===== src/wmb_pkg.sv =====
package wmb_pkg;

  // Clock and timing figures in their own units
  localparam longint unsigned CLK_HZ       = 64'd250_000_000;
  localparam longint unsigned RETRY_S      = 64'd60;
  localparam longint unsigned INACT_S      = 64'd300;
  localparam longint unsigned REFRESH_S    = 64'd120;
  localparam longint unsigned LED_SOLID_S  = 64'd2;
  localparam longint unsigned HEARTBEAT_S  = 64'd4;
  localparam longint unsigned DEBOUNCE_MS  = 64'd10;
  localparam longint unsigned BLINK_MS     = 64'd50;

  // Derived cycle counts at the reference clock
  localparam longint unsigned RETRY_CYC     = RETRY_S * CLK_HZ;
  localparam longint unsigned INACT_CYC     = INACT_S * CLK_HZ;
  localparam longint unsigned REFRESH_CYC   = REFRESH_S * CLK_HZ;
  localparam longint unsigned LED_SOLID_CYC = LED_SOLID_S * CLK_HZ;
  localparam longint unsigned HEARTBEAT_CYC = HEARTBEAT_S * CLK_HZ;
  localparam longint unsigned DEBOUNCE_CYC  = DEBOUNCE_MS * CLK_HZ / 64'd1000;
  localparam longint unsigned BLINK_CYC     = BLINK_MS * CLK_HZ / 64'd1000;

  // Width of all long timers
  localparam int CNT_W = 40;

  // Hosted network client limit
  localparam logic [3:0] MAX_CLIENTS = 4'h8;

  // Register byte offsets
  localparam logic [7:0] OFS_CFG      = 8'h00;
  localparam logic [7:0] OFS_STATUS   = 8'h04;
  localparam logic [7:0] OFS_STA_ADDR = 8'h08;
  localparam logic [7:0] OFS_GOT_ADDR = 8'h0c;

  // Configuration register fields
  localparam int CFG_MODE_LSB = 0;
  localparam int CFG_MODE_MSB = 2;
  localparam int CFG_PASS_BIT = 3;

  // Status register fields
  localparam int STS_STATE_LSB = 0;
  localparam int STS_STATE_MSB = 6;
  localparam int STS_PWR_BIT   = 7;
  localparam int STS_CLI_LSB   = 8;
  localparam int STS_CLI_MSB   = 11;
  localparam int STS_LLOC_BIT  = 12;
  localparam int STS_DHCP_BIT  = 13;

  // Operating modes
  localparam logic [2:0] MODE_JOIN        = 3'h0;
  localparam logic [2:0] MODE_CREATE      = 3'h1;
  localparam logic [2:0] MODE_OFF_JOIN    = 3'h2;
  localparam logic [2:0] MODE_OFF_CREATE  = 3'h3;
  localparam logic [2:0] MODE_JOIN_CREATE = 3'h4;
  localparam logic [2:0] MODE_DISABLED    = 3'h5;

  // Reset values
  localparam logic [2:0]  RST_MODE     = MODE_OFF_JOIN;
  localparam logic        RST_PASS     = 1'b0;
  localparam logic [31:0] RST_STA_ADDR = 32'h0000_0000;

  // Link-local prefix 169.254
  localparam logic [15:0] LINK_LOCAL_PFX = 16'ha9fe;

  // Controller states
  typedef enum logic [6:0] {
    ST_OFF       = 7'h01,
    ST_JOIN_TRY  = 7'h02,
    ST_JOINED    = 7'h04,
    ST_JOIN_WAIT = 7'h08,
    ST_HOST_TRY  = 7'h10,
    ST_HOSTING   = 7'h20,
    ST_HOST_WAIT = 7'h40
  } wmb_state_t;

  // Commands toward the radio module
  typedef struct packed {
    logic power_en;
    logic low_power;
    logic join_req;
    logic host_req;
    logic host_secure;
    logic host_default_name;
    logic join_traffic_en;
    logic dhcp_en;
  } wmb_radio_ctl_t;

  // Events and status from the radio module
  typedef struct packed {
    logic        join_ok;
    logic        join_fail;
    logic        host_ok;
    logic        host_fail;
    logic        tx_evt;
    logic        rx_evt;
    logic        client_join;
    logic        client_leave;
    logic [31:0] got_addr;
  } wmb_radio_sts_t;

endpackage : wmb_pkg


===== src/wmb_ctrl.sv =====
`timescale 1ns/10ps
module wmb_ctrl #(
  parameter longint unsigned RETRY_CYC     = wmb_pkg::RETRY_CYC,
  parameter longint unsigned INACT_CYC     = wmb_pkg::INACT_CYC,
  parameter longint unsigned REFRESH_CYC   = wmb_pkg::REFRESH_CYC,
  parameter longint unsigned LED_SOLID_CYC = wmb_pkg::LED_SOLID_CYC,
  parameter longint unsigned HEARTBEAT_CYC = wmb_pkg::HEARTBEAT_CYC,
  parameter longint unsigned DEBOUNCE_CYC  = wmb_pkg::DEBOUNCE_CYC,
  parameter longint unsigned BLINK_CYC     = wmb_pkg::BLINK_CYC
) (
  // Clock and reset
  input  wire logic                    ref_clk,
  input  wire logic                    reset,
  // Wishbone slave
  input  wire logic                    wb_cyc_i,
  input  wire logic                    wb_stb_i,
  input  wire logic                    wb_we_i,
  input  wire logic [7:0]              wb_adr_i,
  input  wire logic [3:0]              wb_sel_i,
  input  wire logic [31:0]             wb_dat_i,
  output logic      [31:0]             wb_dat_o,
  output logic                         wb_ack_o,
  // Radio module
  output wmb_pkg::wmb_radio_ctl_t      radio_ctl,
  input  wire wmb_pkg::wmb_radio_sts_t radio_sts,
  output logic                         client_accept,
  // Board
  input  wire logic                    power_ok,
  input  wire logic                    button_n,
  output logic                         led_green,
  output logic                         led_red
);

  localparam int CW = wmb_pkg::CNT_W;

  wmb_pkg::wmb_state_t state_reg;
  wmb_pkg::wmb_state_t state_next;

  logic [2:0]    mode_reg;
  logic          pass_reg;
  logic [31:0]   sta_addr_reg;
  logic          ack_reg;
  logic [31:0]   dat_reg;
  logic          bus_req;
  logic          wr_cfg;

  logic          btn_stable_reg;
  logic [CW-1:0] deb_reg;
  logic          press_evt;

  logic [CW-1:0] tmo_reg;
  logic          tmo_active;
  logic          tmo_expire;
  logic          tmo_refresh;
  logic          wake_evt;
  logic [CW-1:0] retry_reg;
  logic [3:0]    clients_reg;

  logic [CW-1:0] hold_reg;
  logic [CW-1:0] beat_reg;
  logic [CW-1:0] blink_reg;
  logic          led_green_reg;
  logic          led_red_reg;

  logic          btn_mode;
  logic          off_mode;
  logic          temp_host;
  logic          in_host;
  logic          connected;
  logic          entering_try;

  // Mode classification
  assign off_mode = (mode_reg == wmb_pkg::MODE_OFF_JOIN) ||
                    (mode_reg == wmb_pkg::MODE_OFF_CREATE);
  assign btn_mode = off_mode || (mode_reg == wmb_pkg::MODE_JOIN_CREATE);
  assign in_host  = (state_reg == wmb_pkg::ST_HOST_TRY) ||
                    (state_reg == wmb_pkg::ST_HOSTING)  ||
                    (state_reg == wmb_pkg::ST_HOST_WAIT);
  assign temp_host = (mode_reg == wmb_pkg::MODE_JOIN_CREATE) && in_host;
  assign connected = (state_reg == wmb_pkg::ST_JOINED) ||
                     (state_reg == wmb_pkg::ST_HOSTING);

  // Wishbone request, answered one cycle later
  assign bus_req = wb_cyc_i && wb_stb_i && !ack_reg;
  assign wr_cfg  = bus_req && wb_we_i && wb_sel_i[0] &&
                   (wb_adr_i == wmb_pkg::OFS_CFG);

  always_ff @(posedge ref_clk) begin
    if (reset) begin
      ack_reg <= 1'b0;
    end else begin
      ack_reg <= bus_req;
    end
  end

  // Configuration register, low byte only
  always_ff @(posedge ref_clk) begin
    if (reset) begin
      mode_reg <= wmb_pkg::RST_MODE;
      pass_reg <= wmb_pkg::RST_PASS;
    end else if (wr_cfg) begin
      mode_reg <= wb_dat_i[wmb_pkg::CFG_MODE_MSB:wmb_pkg::CFG_MODE_LSB];
      pass_reg <= wb_dat_i[wmb_pkg::CFG_PASS_BIT];
    end
  end

  // Station address, one generate lane per byte enable
  genvar gi;
  generate
    for (gi = 0; gi < 4; gi++) begin : g_lane
      always_ff @(posedge ref_clk) begin
        if (reset) begin
          sta_addr_reg[gi*8 +: 8] <= wmb_pkg::RST_STA_ADDR[gi*8 +: 8];
        end else if (bus_req && wb_we_i && wb_sel_i[gi] &&
                     (wb_adr_i == wmb_pkg::OFS_STA_ADDR)) begin
          sta_addr_reg[gi*8 +: 8] <= wb_dat_i[gi*8 +: 8];
        end
      end
    end
  endgenerate

  // Read data; unmapped offsets answer zero
  always_ff @(posedge ref_clk) begin
    if (reset) begin
      dat_reg <= 32'h0000_0000;
    end else if (bus_req && !wb_we_i) begin
      dat_reg <= 32'h0000_0000;
      case (wb_adr_i)
        wmb_pkg::OFS_CFG: begin
          dat_reg[wmb_pkg::CFG_MODE_MSB:wmb_pkg::CFG_MODE_LSB] <= mode_reg;
          dat_reg[wmb_pkg::CFG_PASS_BIT] <= pass_reg;
        end
        wmb_pkg::OFS_STATUS: begin
          dat_reg[wmb_pkg::STS_STATE_MSB:wmb_pkg::STS_STATE_LSB] <= state_reg;
          dat_reg[wmb_pkg::STS_PWR_BIT] <= radio_ctl.power_en;
          dat_reg[wmb_pkg::STS_CLI_MSB:wmb_pkg::STS_CLI_LSB] <= clients_reg;
          dat_reg[wmb_pkg::STS_LLOC_BIT] <=
            (radio_sts.got_addr[31:16] == wmb_pkg::LINK_LOCAL_PFX);
          dat_reg[wmb_pkg::STS_DHCP_BIT] <= radio_ctl.dhcp_en;
        end
        wmb_pkg::OFS_STA_ADDR: dat_reg <= sta_addr_reg;
        wmb_pkg::OFS_GOT_ADDR: dat_reg <= radio_sts.got_addr;
        default:               dat_reg <= 32'h0000_0000;
      endcase
    end
  end

  assign wb_ack_o = ack_reg;
  assign wb_dat_o = dat_reg;

  always_ff @(posedge ref_clk) begin
    if (reset) begin
      btn_stable_reg <= 1'b0;
      deb_reg        <= '0;
    end else if (btn_stable_reg == !button_n) begin
      deb_reg <= '0;
    end else if (deb_reg >= CW'(DEBOUNCE_CYC) - CW'(1)) begin
      btn_stable_reg <= !button_n;
      deb_reg        <= '0;
    end else begin
      deb_reg <= deb_reg + CW'(1);
    end
  end

  // One event per debounced press edge
  assign press_evt = !btn_stable_reg && !button_n &&
                     (deb_reg >= CW'(DEBOUNCE_CYC) - CW'(1)) && btn_mode;

  // Mode state machine
  always_comb begin
    state_next = state_reg;
    case (state_reg)
      wmb_pkg::ST_OFF: begin
        if (mode_reg == wmb_pkg::MODE_JOIN ||
            mode_reg == wmb_pkg::MODE_JOIN_CREATE) begin
          state_next = wmb_pkg::ST_JOIN_TRY;
        end else if (mode_reg == wmb_pkg::MODE_CREATE) begin
          state_next = wmb_pkg::ST_HOST_TRY;
        end else if (press_evt && mode_reg == wmb_pkg::MODE_OFF_JOIN) begin
          state_next = wmb_pkg::ST_JOIN_TRY;
        end else if (press_evt && mode_reg == wmb_pkg::MODE_OFF_CREATE) begin
          state_next = wmb_pkg::ST_HOST_TRY;
        end
      end
      wmb_pkg::ST_JOIN_TRY: begin
        if (radio_sts.join_ok) begin
          state_next = wmb_pkg::ST_JOINED;
        end else if (radio_sts.join_fail) begin
          state_next = wmb_pkg::ST_JOIN_WAIT;
        end
      end
      wmb_pkg::ST_JOINED: begin
        if (radio_sts.join_fail) begin
          state_next = wmb_pkg::ST_JOIN_WAIT;
        end
      end
      wmb_pkg::ST_JOIN_WAIT: begin
        if (retry_reg == '0) begin
          state_next = wmb_pkg::ST_JOIN_TRY;
        end
      end
      wmb_pkg::ST_HOST_TRY: begin
        if (radio_sts.host_ok) begin
          state_next = wmb_pkg::ST_HOSTING;
        end else if (radio_sts.host_fail) begin
          state_next = wmb_pkg::ST_HOST_WAIT;
        end
      end
      wmb_pkg::ST_HOSTING: begin
        if (radio_sts.host_fail) begin
          state_next = wmb_pkg::ST_HOST_WAIT;
        end
      end
      wmb_pkg::ST_HOST_WAIT: begin
        if (retry_reg == '0) begin
          state_next = wmb_pkg::ST_HOST_TRY;
        end
      end
      default: state_next = wmb_pkg::ST_OFF;
    endcase
    // Button and timeout take precedence over radio events
    if (state_reg != wmb_pkg::ST_OFF) begin
      if (off_mode && (press_evt || tmo_expire)) begin
        state_next = wmb_pkg::ST_OFF;
      end else if (mode_reg == wmb_pkg::MODE_JOIN_CREATE) begin
        if (press_evt && !in_host) begin
          state_next = wmb_pkg::ST_HOST_TRY;
        end else if ((press_evt || tmo_expire) && in_host) begin
          state_next = wmb_pkg::ST_JOIN_TRY;
        end
      end
    end
    // disabled or reserved mode; a mode change restarts
    if (wr_cfg || !(off_mode || mode_reg == wmb_pkg::MODE_JOIN ||
                    mode_reg == wmb_pkg::MODE_CREATE ||
                    mode_reg == wmb_pkg::MODE_JOIN_CREATE)) begin
      state_next = wmb_pkg::ST_OFF;
    end
  end

  always_ff @(posedge ref_clk) begin
    if (reset) begin
      state_reg <= wmb_pkg::ST_OFF;
    end else begin
      state_reg <= state_next;
    end
  end

  // Inactivity timer for button-started sessions
  assign wake_evt    = press_evt && ((off_mode && state_reg == wmb_pkg::ST_OFF) ||
                       (mode_reg == wmb_pkg::MODE_JOIN_CREATE && !in_host &&
                        state_reg != wmb_pkg::ST_OFF));
  assign tmo_active  = (off_mode && state_reg != wmb_pkg::ST_OFF) || temp_host;
  assign tmo_expire  = tmo_active && (tmo_reg == '0);
  assign tmo_refresh = off_mode ? radio_sts.tx_evt : radio_sts.rx_evt;

  always_ff @(posedge ref_clk) begin
    if (reset) begin
      tmo_reg <= '0;
    end else if (wake_evt) begin
      tmo_reg <= CW'(INACT_CYC);
    end else if (tmo_active && tmo_refresh) begin
      tmo_reg <= tmo_reg + CW'(REFRESH_CYC) - CW'(1);
    end else if (tmo_active && tmo_reg != '0) begin
      tmo_reg <= tmo_reg - CW'(1);
    end
  end

  // Retry wait, loaded on entry to a wait state
  always_ff @(posedge ref_clk) begin
    if (reset) begin
      retry_reg <= '0;
    end else if ((state_next == wmb_pkg::ST_JOIN_WAIT ||
                  state_next == wmb_pkg::ST_HOST_WAIT) &&
                 state_next != state_reg) begin
      retry_reg <= CW'(RETRY_CYC) - CW'(1);
    end else if (retry_reg != '0) begin
      retry_reg <= retry_reg - CW'(1);
    end
  end

  // Client count; leave wins nothing over join, both net to zero
  assign client_accept = (state_reg == wmb_pkg::ST_HOSTING) &&
                         (clients_reg < wmb_pkg::MAX_CLIENTS);

  always_ff @(posedge ref_clk) begin
    if (reset || state_reg != wmb_pkg::ST_HOSTING) begin
      clients_reg <= 4'h0;
    end else begin
      case ({radio_sts.client_join && client_accept,
             radio_sts.client_leave && clients_reg != 4'h0})
        2'b10:   clients_reg <= clients_reg + 4'h1;
        2'b01:   clients_reg <= clients_reg - 4'h1;
        default: clients_reg <= clients_reg;
      endcase
    end
  end

  // Radio commands
  always_comb begin
    radio_ctl.power_en   = (state_reg != wmb_pkg::ST_OFF);
    radio_ctl.low_power  = (state_reg == wmb_pkg::ST_JOIN_WAIT) ||
                           (state_reg == wmb_pkg::ST_HOST_WAIT);
    radio_ctl.join_req   = (state_reg == wmb_pkg::ST_JOIN_TRY);
    radio_ctl.host_req   = (state_reg == wmb_pkg::ST_HOST_TRY);
    radio_ctl.host_secure       = pass_reg && !temp_host;
    radio_ctl.host_default_name = temp_host;
    radio_ctl.join_traffic_en   = (state_reg == wmb_pkg::ST_JOINED);
    radio_ctl.dhcp_en           = (sta_addr_reg == 32'h0000_0000);
  end

  // LED hold, heartbeat and blink timers
  assign entering_try = (state_next != state_reg) &&
                        (state_next == wmb_pkg::ST_JOIN_TRY ||
                         state_next == wmb_pkg::ST_HOST_TRY);

  always_ff @(posedge ref_clk) begin
    if (reset) begin
      hold_reg <= '0;
    end else if (entering_try) begin
      hold_reg <= CW'(LED_SOLID_CYC) - CW'(1);
    end else if (hold_reg != '0) begin
      hold_reg <= hold_reg - CW'(1);
    end
  end

  always_ff @(posedge ref_clk) begin
    if (reset || beat_reg == '0) begin
      beat_reg <= CW'(HEARTBEAT_CYC) - CW'(1);
    end else begin
      beat_reg <= beat_reg - CW'(1);
    end
  end

  // Blink restarts on traffic while joined or hosting, or on the four second beat
  always_ff @(posedge ref_clk) begin
    if (reset) begin
      blink_reg <= '0;
    end else if (beat_reg == '0 ||
                 (connected && (radio_sts.tx_evt || radio_sts.rx_evt))) begin
      blink_reg <= CW'(BLINK_CYC);
    end else if (blink_reg != '0) begin
      blink_reg <= blink_reg - CW'(1);
    end
  end

  // LED colour; amber is both dies lit
  always_ff @(posedge ref_clk) begin
    if (reset) begin
      led_green_reg <= 1'b0;
      led_red_reg   <= 1'b0;
    end else if (!power_ok) begin
      led_green_reg <= 1'b0;
      led_red_reg   <= 1'b0;
    end else begin
      led_green_reg <= 1'b0;
      led_red_reg   <= 1'b0;
      case (state_reg)
        wmb_pkg::ST_JOIN_TRY: led_green_reg <= 1'b1;
        wmb_pkg::ST_JOINED: begin
          led_green_reg <= (hold_reg != '0) || (blink_reg != '0);
        end
        wmb_pkg::ST_JOIN_WAIT: led_red_reg <= (blink_reg != '0);
        wmb_pkg::ST_HOST_TRY: begin
          led_green_reg <= 1'b1;
          led_red_reg   <= 1'b1;
        end
        wmb_pkg::ST_HOSTING: begin
          led_green_reg <= (hold_reg != '0) || (blink_reg != '0);
          led_red_reg   <= (hold_reg != '0) || (blink_reg != '0);
        end
        // dark when off or host retry
        default: begin
          led_green_reg <= 1'b0;
          led_red_reg   <= 1'b0;
        end
      endcase
    end
  end

  assign led_green = led_green_reg;
  assign led_red   = led_red_reg;

endmodule : wmb_ctrl


===== config.mk =====
export PLATFORM = sky130hd
export DESIGN_NAME = wmb_ctrl
export DESIGN_NICKNAME = d
export VERILOG_FILES = /design/src/wmb_pkg.sv /design/src/wmb_ctrl.sv
export SDC_FILE = /design/constraint.sdc
export NUM_CORES = 1
export LEC_CHECK = 0
export ABC_AREA = 1
export BUFFER_PORTS_ARGS = -buffer_cell sky130_fd_sc_hd__buf_2
export CAP_MARGIN = 20
export CORE_ASPECT_RATIO = 1.75
export CORE_MARGIN = 2
export CORE_UTILIZATION = 45
export DETAILED_ROUTE_END_ITERATION = 6
export SETUP_SLACK_MARGIN = 0.2
export SLEW_MARGIN = 5
export SYNTH_ARGS = -nofsm -noshare
export SYNTH_HDL_FRONTEND = slang
export SYNTH_SLANG_ARGS = --single-unit

===== constraint.sdc =====
create_clock -name ref_clk -period 2.61 [get_ports ref_clk]
set_input_delay 0.1305 -clock ref_clk [delete_from_list [all_inputs] [get_ports ref_clk]]
set_output_delay 0.1305 -clock ref_clk [all_outputs]
set_load 0.02 [all_outputs]

==> key figures <==
Placed design
  • IO Port Bufs: 134
  • Hpwl dp: 41400 um
  • Area post-placement: 0.0201 mm^2
  • Place WS: -144 ps
  • Final Wtd Congestion: 0.970

CTS
  • CTS tree: built
  • Worst-path clk slew: approximately 60 ps
  • TritonCTS Sinks: 323
  • CTS Buffer Depth: 3
  • TritonCTS buffer count: 34
  • Skew-Pair Late Insertion Delay: 540 ps
  • Clock tree root driver cell: clkbuf_16
  • H-tree depth: 2

Worst setup path
  • Worst Path Max Fanout: 5
  • Worst-path cell chain: nor2_2, nand2_2, nor2_4, nand2_2, nor2_4, nor3b_4, nand2_2, nand2_4, nand2_2, nand2_1, inv_1, nand2_2, nand2_2, nand2_2, nand2_2, nor2_2, nand2_2, o21bai_4, nand2_4, buf_12, buf_12, nor2_4
  • Critical path capture point type: flip-flop
  • CP peak stage delay: 330 ps
  • Reg2Reg Setup Slack: -120 ps
  • Reg2Reg Launch Point: tmo_reg[4]$_SDFFE_PP0P_
  • Setup CP Type: flip-flop to flip-flop
  • Worst-case reg-to-reg path depth: 22
  • Critical Path Slowest Stage Cell: dfxtp_2
  • RR Endpoint: hold_reg[32]$_SDFFE_PP0P_
  • Crit start category: flip-flop
  • Critical path's most frequent cell: nand2_2
  • Crit path required time: 3090 ps
  • Worst EP arrival: 3210 ps

Cells and area
  • Fillers: 3295
  • Area growth syn-to-layout: 44.6%
  • # nets final: 3178
  • Share of layout cells above drive strength 1: 31.8%
  • Post-route design area: approximately 0.025 mm^2
  • Final Util: 65.8%

Synth
  • Async S/R FF share, synth: 0%
  • Sequential area share after synthesis: approximately 38%
  • Yosys warns: 0
  • Gate Count Post-Synth: 2517
  • Post-synth cell types: 66
  • FF+latch count, synth: between 300 and 400
  • Main synth FF type: dfxtp_1
  • Synthesized area: 0.0170 mm^2
  • Mapped Avg Cell Area: 6.76 um^2
  • Post-synth EDFFs: 0

STA
  • Relative slew slack: 36.9%
  • Min Clock Period, post-route: 2730 ps
  • Slew @ Worst Pin: between 900 and 1000 ps
  • Worst setup skew after layout: between 15 and 20 ps
  • Final Hold Fails: 0
  • Setup ws final: -119 ps
  • WHS: 21.6 ps
  • Slew Viols, Final: 0
  • Max Clock Freq: 367 MHz
  • Final Cycle Share: 105%
  • RSZ-0062 raised after global routing: true
  • Setup TNS: -3170 ps
  • Finish-stage setup viols: 67

GRT
  • Initial antenna violation count: 1
  • Grt total ovfl: 0
  • Vias in the first global route: around 19000
  • Pin count of the biggest net entering global routing: 66
  • GRT Total Usage: 28.3%
  • First-pass GRT wire length: 89100 um

Worst hold path
  • Hold Path Depth: 5
  • Hold WC Path Type: primary input to flip-flop
  • Hold Crit Start: radio_sts[28]
  • WHS Endpoint: wb_dat_o[28]$_SDFFE_PP0P_

Die
  • Die height: 261 um
  • Die ar.: 0.0395 mm^2
  • Die width: 151 um
  • Core region area: 0.0374 mm^2
  • Initial Util: 45.5%
  • I/O pin total: 135
  • Core Rows: 94

Flow run
  • Max Cap Viol: 0

Power and ir drop
  • Max IR drop VDD: 0.000501 V
  • Pwr Density: 1030 mW/mm^2
  • P_leak: ~11 nW

Drt
  • DR vias: 18600
  • Vias/cell: around 5.2
  • DRT Wirelength: between 50000 and 60000 um
  • DRC violations left: 0
  • Wirelength per Cell: 16.1 um
  • Pre-Repair DR Iteration Count: 6
  • Detailed router's first-iteration violation count: ~720
  • Detail Route Antenna Nets: 0

Status
  • Status: complete, but fails checks
  • Failing checks: setup timing
## critical path, delay by kind of cell (launching register included)
| family | cells | cell delay (ps) |
|---|---|---|
| AND/OR/NAND/NOR | 18 | 1780 |
| AO/OA/AOI/OAI | 1 | 200 |
| buffers and inverters | 3 | 360 |
| flip-flops | 1 | 330 |
## layer usage
layer  GRT usage [%]  routed length [um]  vias to the layer above
met5               0                   0                        -
met4            16.9                4000                        0
met2            55.5               30900                      523
met1            27.3               20200                     8631
met3            3.89                2420                      218
li1                -                   -                     9251
## kinds of logic (layout without fill, tap and decap cells)
family | count (synthesis) | count (layout) | share of synthesized area, %
buffers and inverters | 413 | 979 | 9.34
other | 1 | 19 | 0.0220
and+or+nand+nor | 1294 | 1294 | 33.8
DFF | 323 | 323 | 38.0
xor gates and xnor gates | 116 | 116 | 5.97
adders and majority gates | 11 | 11 | 0.853
AOI/OAI and AO/OA | 359 | 359 | 12.0
## cell usage after synthesis (all sizes together), types with 2 or more instances
| library cell | instances | area [um^2] |
|---|---|---|
| inv | 351 | 1320 |
| nor3b | 9 | 72.6 |
| buf | 16 | 100 |
| nand3b | 5 | 37.5 |
| nor2 | 519 | 2070 |
| o221ai | 5 | 43.8 |
| nand4 | 64 | 449 |
| a21oi | 171 | 856 |
| ha | 10 | 125 |
| clkbuf | 43 | 161 |
| o22ai | 6 | 37.5 |
| a21boi | 2 | 15.0 |
| and2 | 2 | 12.5 |
| nor4 | 39 | 278 |
| dfxtp | 323 | 6470 |
| nand2 | 421 | 1630 |
| o211ai | 14 | 105 |
| and3 | 3 | 18.8 |
| a211oi | 4 | 30.0 |
| o21bai | 4 | 45.0 |
| a32oi | 2 | 17.5 |
| o41ai | 2 | 17.5 |
| xor2 | 76 | 666 |
| o31ai | 4 | 30.0 |
| clkinv | 3 | 11.3 |
| o21ai | 101 | 509 |
| xnor2 | 40 | 350 |
| or2 | 14 | 87.6 |
| nor3 | 123 | 616 |
| a31oi | 15 | 93.8 |
| o21a | 6 | 45.0 |
| nand3 | 94 | 480 |
| a22oi | 3 | 22.5 |
| a31o | 11 | 96.3 |
## area by class of cell
class / count / area [um^2] / area share (%)
diodes: 1 / 2.50 / 0.0102
clock buffers: 46 / 967 / 3.93
clock inverters: 14 / 258 / 1.05
inverters: 354 / 1350 / 5.49
multi-input cells: 1798 / 10600 / 43.1
flip-flops and latches: 323 / 6500 / 26.4
well taps: 480 / 601 / 2.44
repair buffers: 565 / 4340 / 17.6
## power breakdown
part / total (mW) / internal, mW / switching (mW)
registers: 6.50 / 5.79 / 0.710
clock network: 5.39 / 3.30 / 2.09
logic: 13.5 / 5.80 / 7.67
## per-stage QoR
step | total power, mW | cells
floorplan | 13.1 | 2534
global placement | 17.0 | 3344
detailed placement | 17.1 | 3344
CTS | 23.7 | 3529
global route | 27.0 | 3581
finish | 25.4 | 3581
## worst max-delay path by stage
| stage | start | end | cells after the start |
|---|---|---|---|
| floorplan | tmo_reg[0]$_SDFFE_PP0P_ | retry_reg[10]$_SDFFE_PP0P_ | 21 |
| global placement | tmo_reg[0]$_SDFFE_PP0P_ | hold_reg[21]$_SDFFE_PP0P_ | 22 |
| detailed placement | tmo_reg[1]$_SDFFE_PP0P_ | hold_reg[39]$_SDFFE_PP0P_ | 20 |
| CTS | deb_reg[0]$_SDFF_PP0_ | hold_reg[25]$_SDFFE_PP0P_ | 22 |
| global route | tmo_reg[4]$_SDFFE_PP0P_ | hold_reg[32]$_SDFFE_PP0P_ | 22 |
| finish | tmo_reg[4]$_SDFFE_PP0P_ | hold_reg[32]$_SDFFE_PP0P_ | 22 |
## cell usage in the layout (no fill, tap or decap), types with 37 or more instances in the layout
master         synthesis  routed
inv_1                331     303
dlygate4sd3_1          0      55
nand2_2                7      56
buf_4                  1     340
buf_2                 10     133
nor2_1               498     391
nand4_1               59      59
a21oi_1              171     136
nor2_2                 7      62
nor2_4                14      66
dfxtp_1              323     299
xor2_1                76      73
nand2_1              410     351
nand3_1               92      76
o21ai_0               98      75
clkbuf_16              0      37
nor3_1               123     101
inv_2                 20      40
xnor2_1               40      40
## timing repair
item	4_1_cts	5_1_grt
setup buffers	65	49
gates cloned	5	2
pin swaps	56	123
setup endpoints to repair	129	151
gates resized for setup	175	320
hold buffers	55	0
hold endpoints to repair	71	0
No activity file was read; power rests on OpenSTA's default activity.
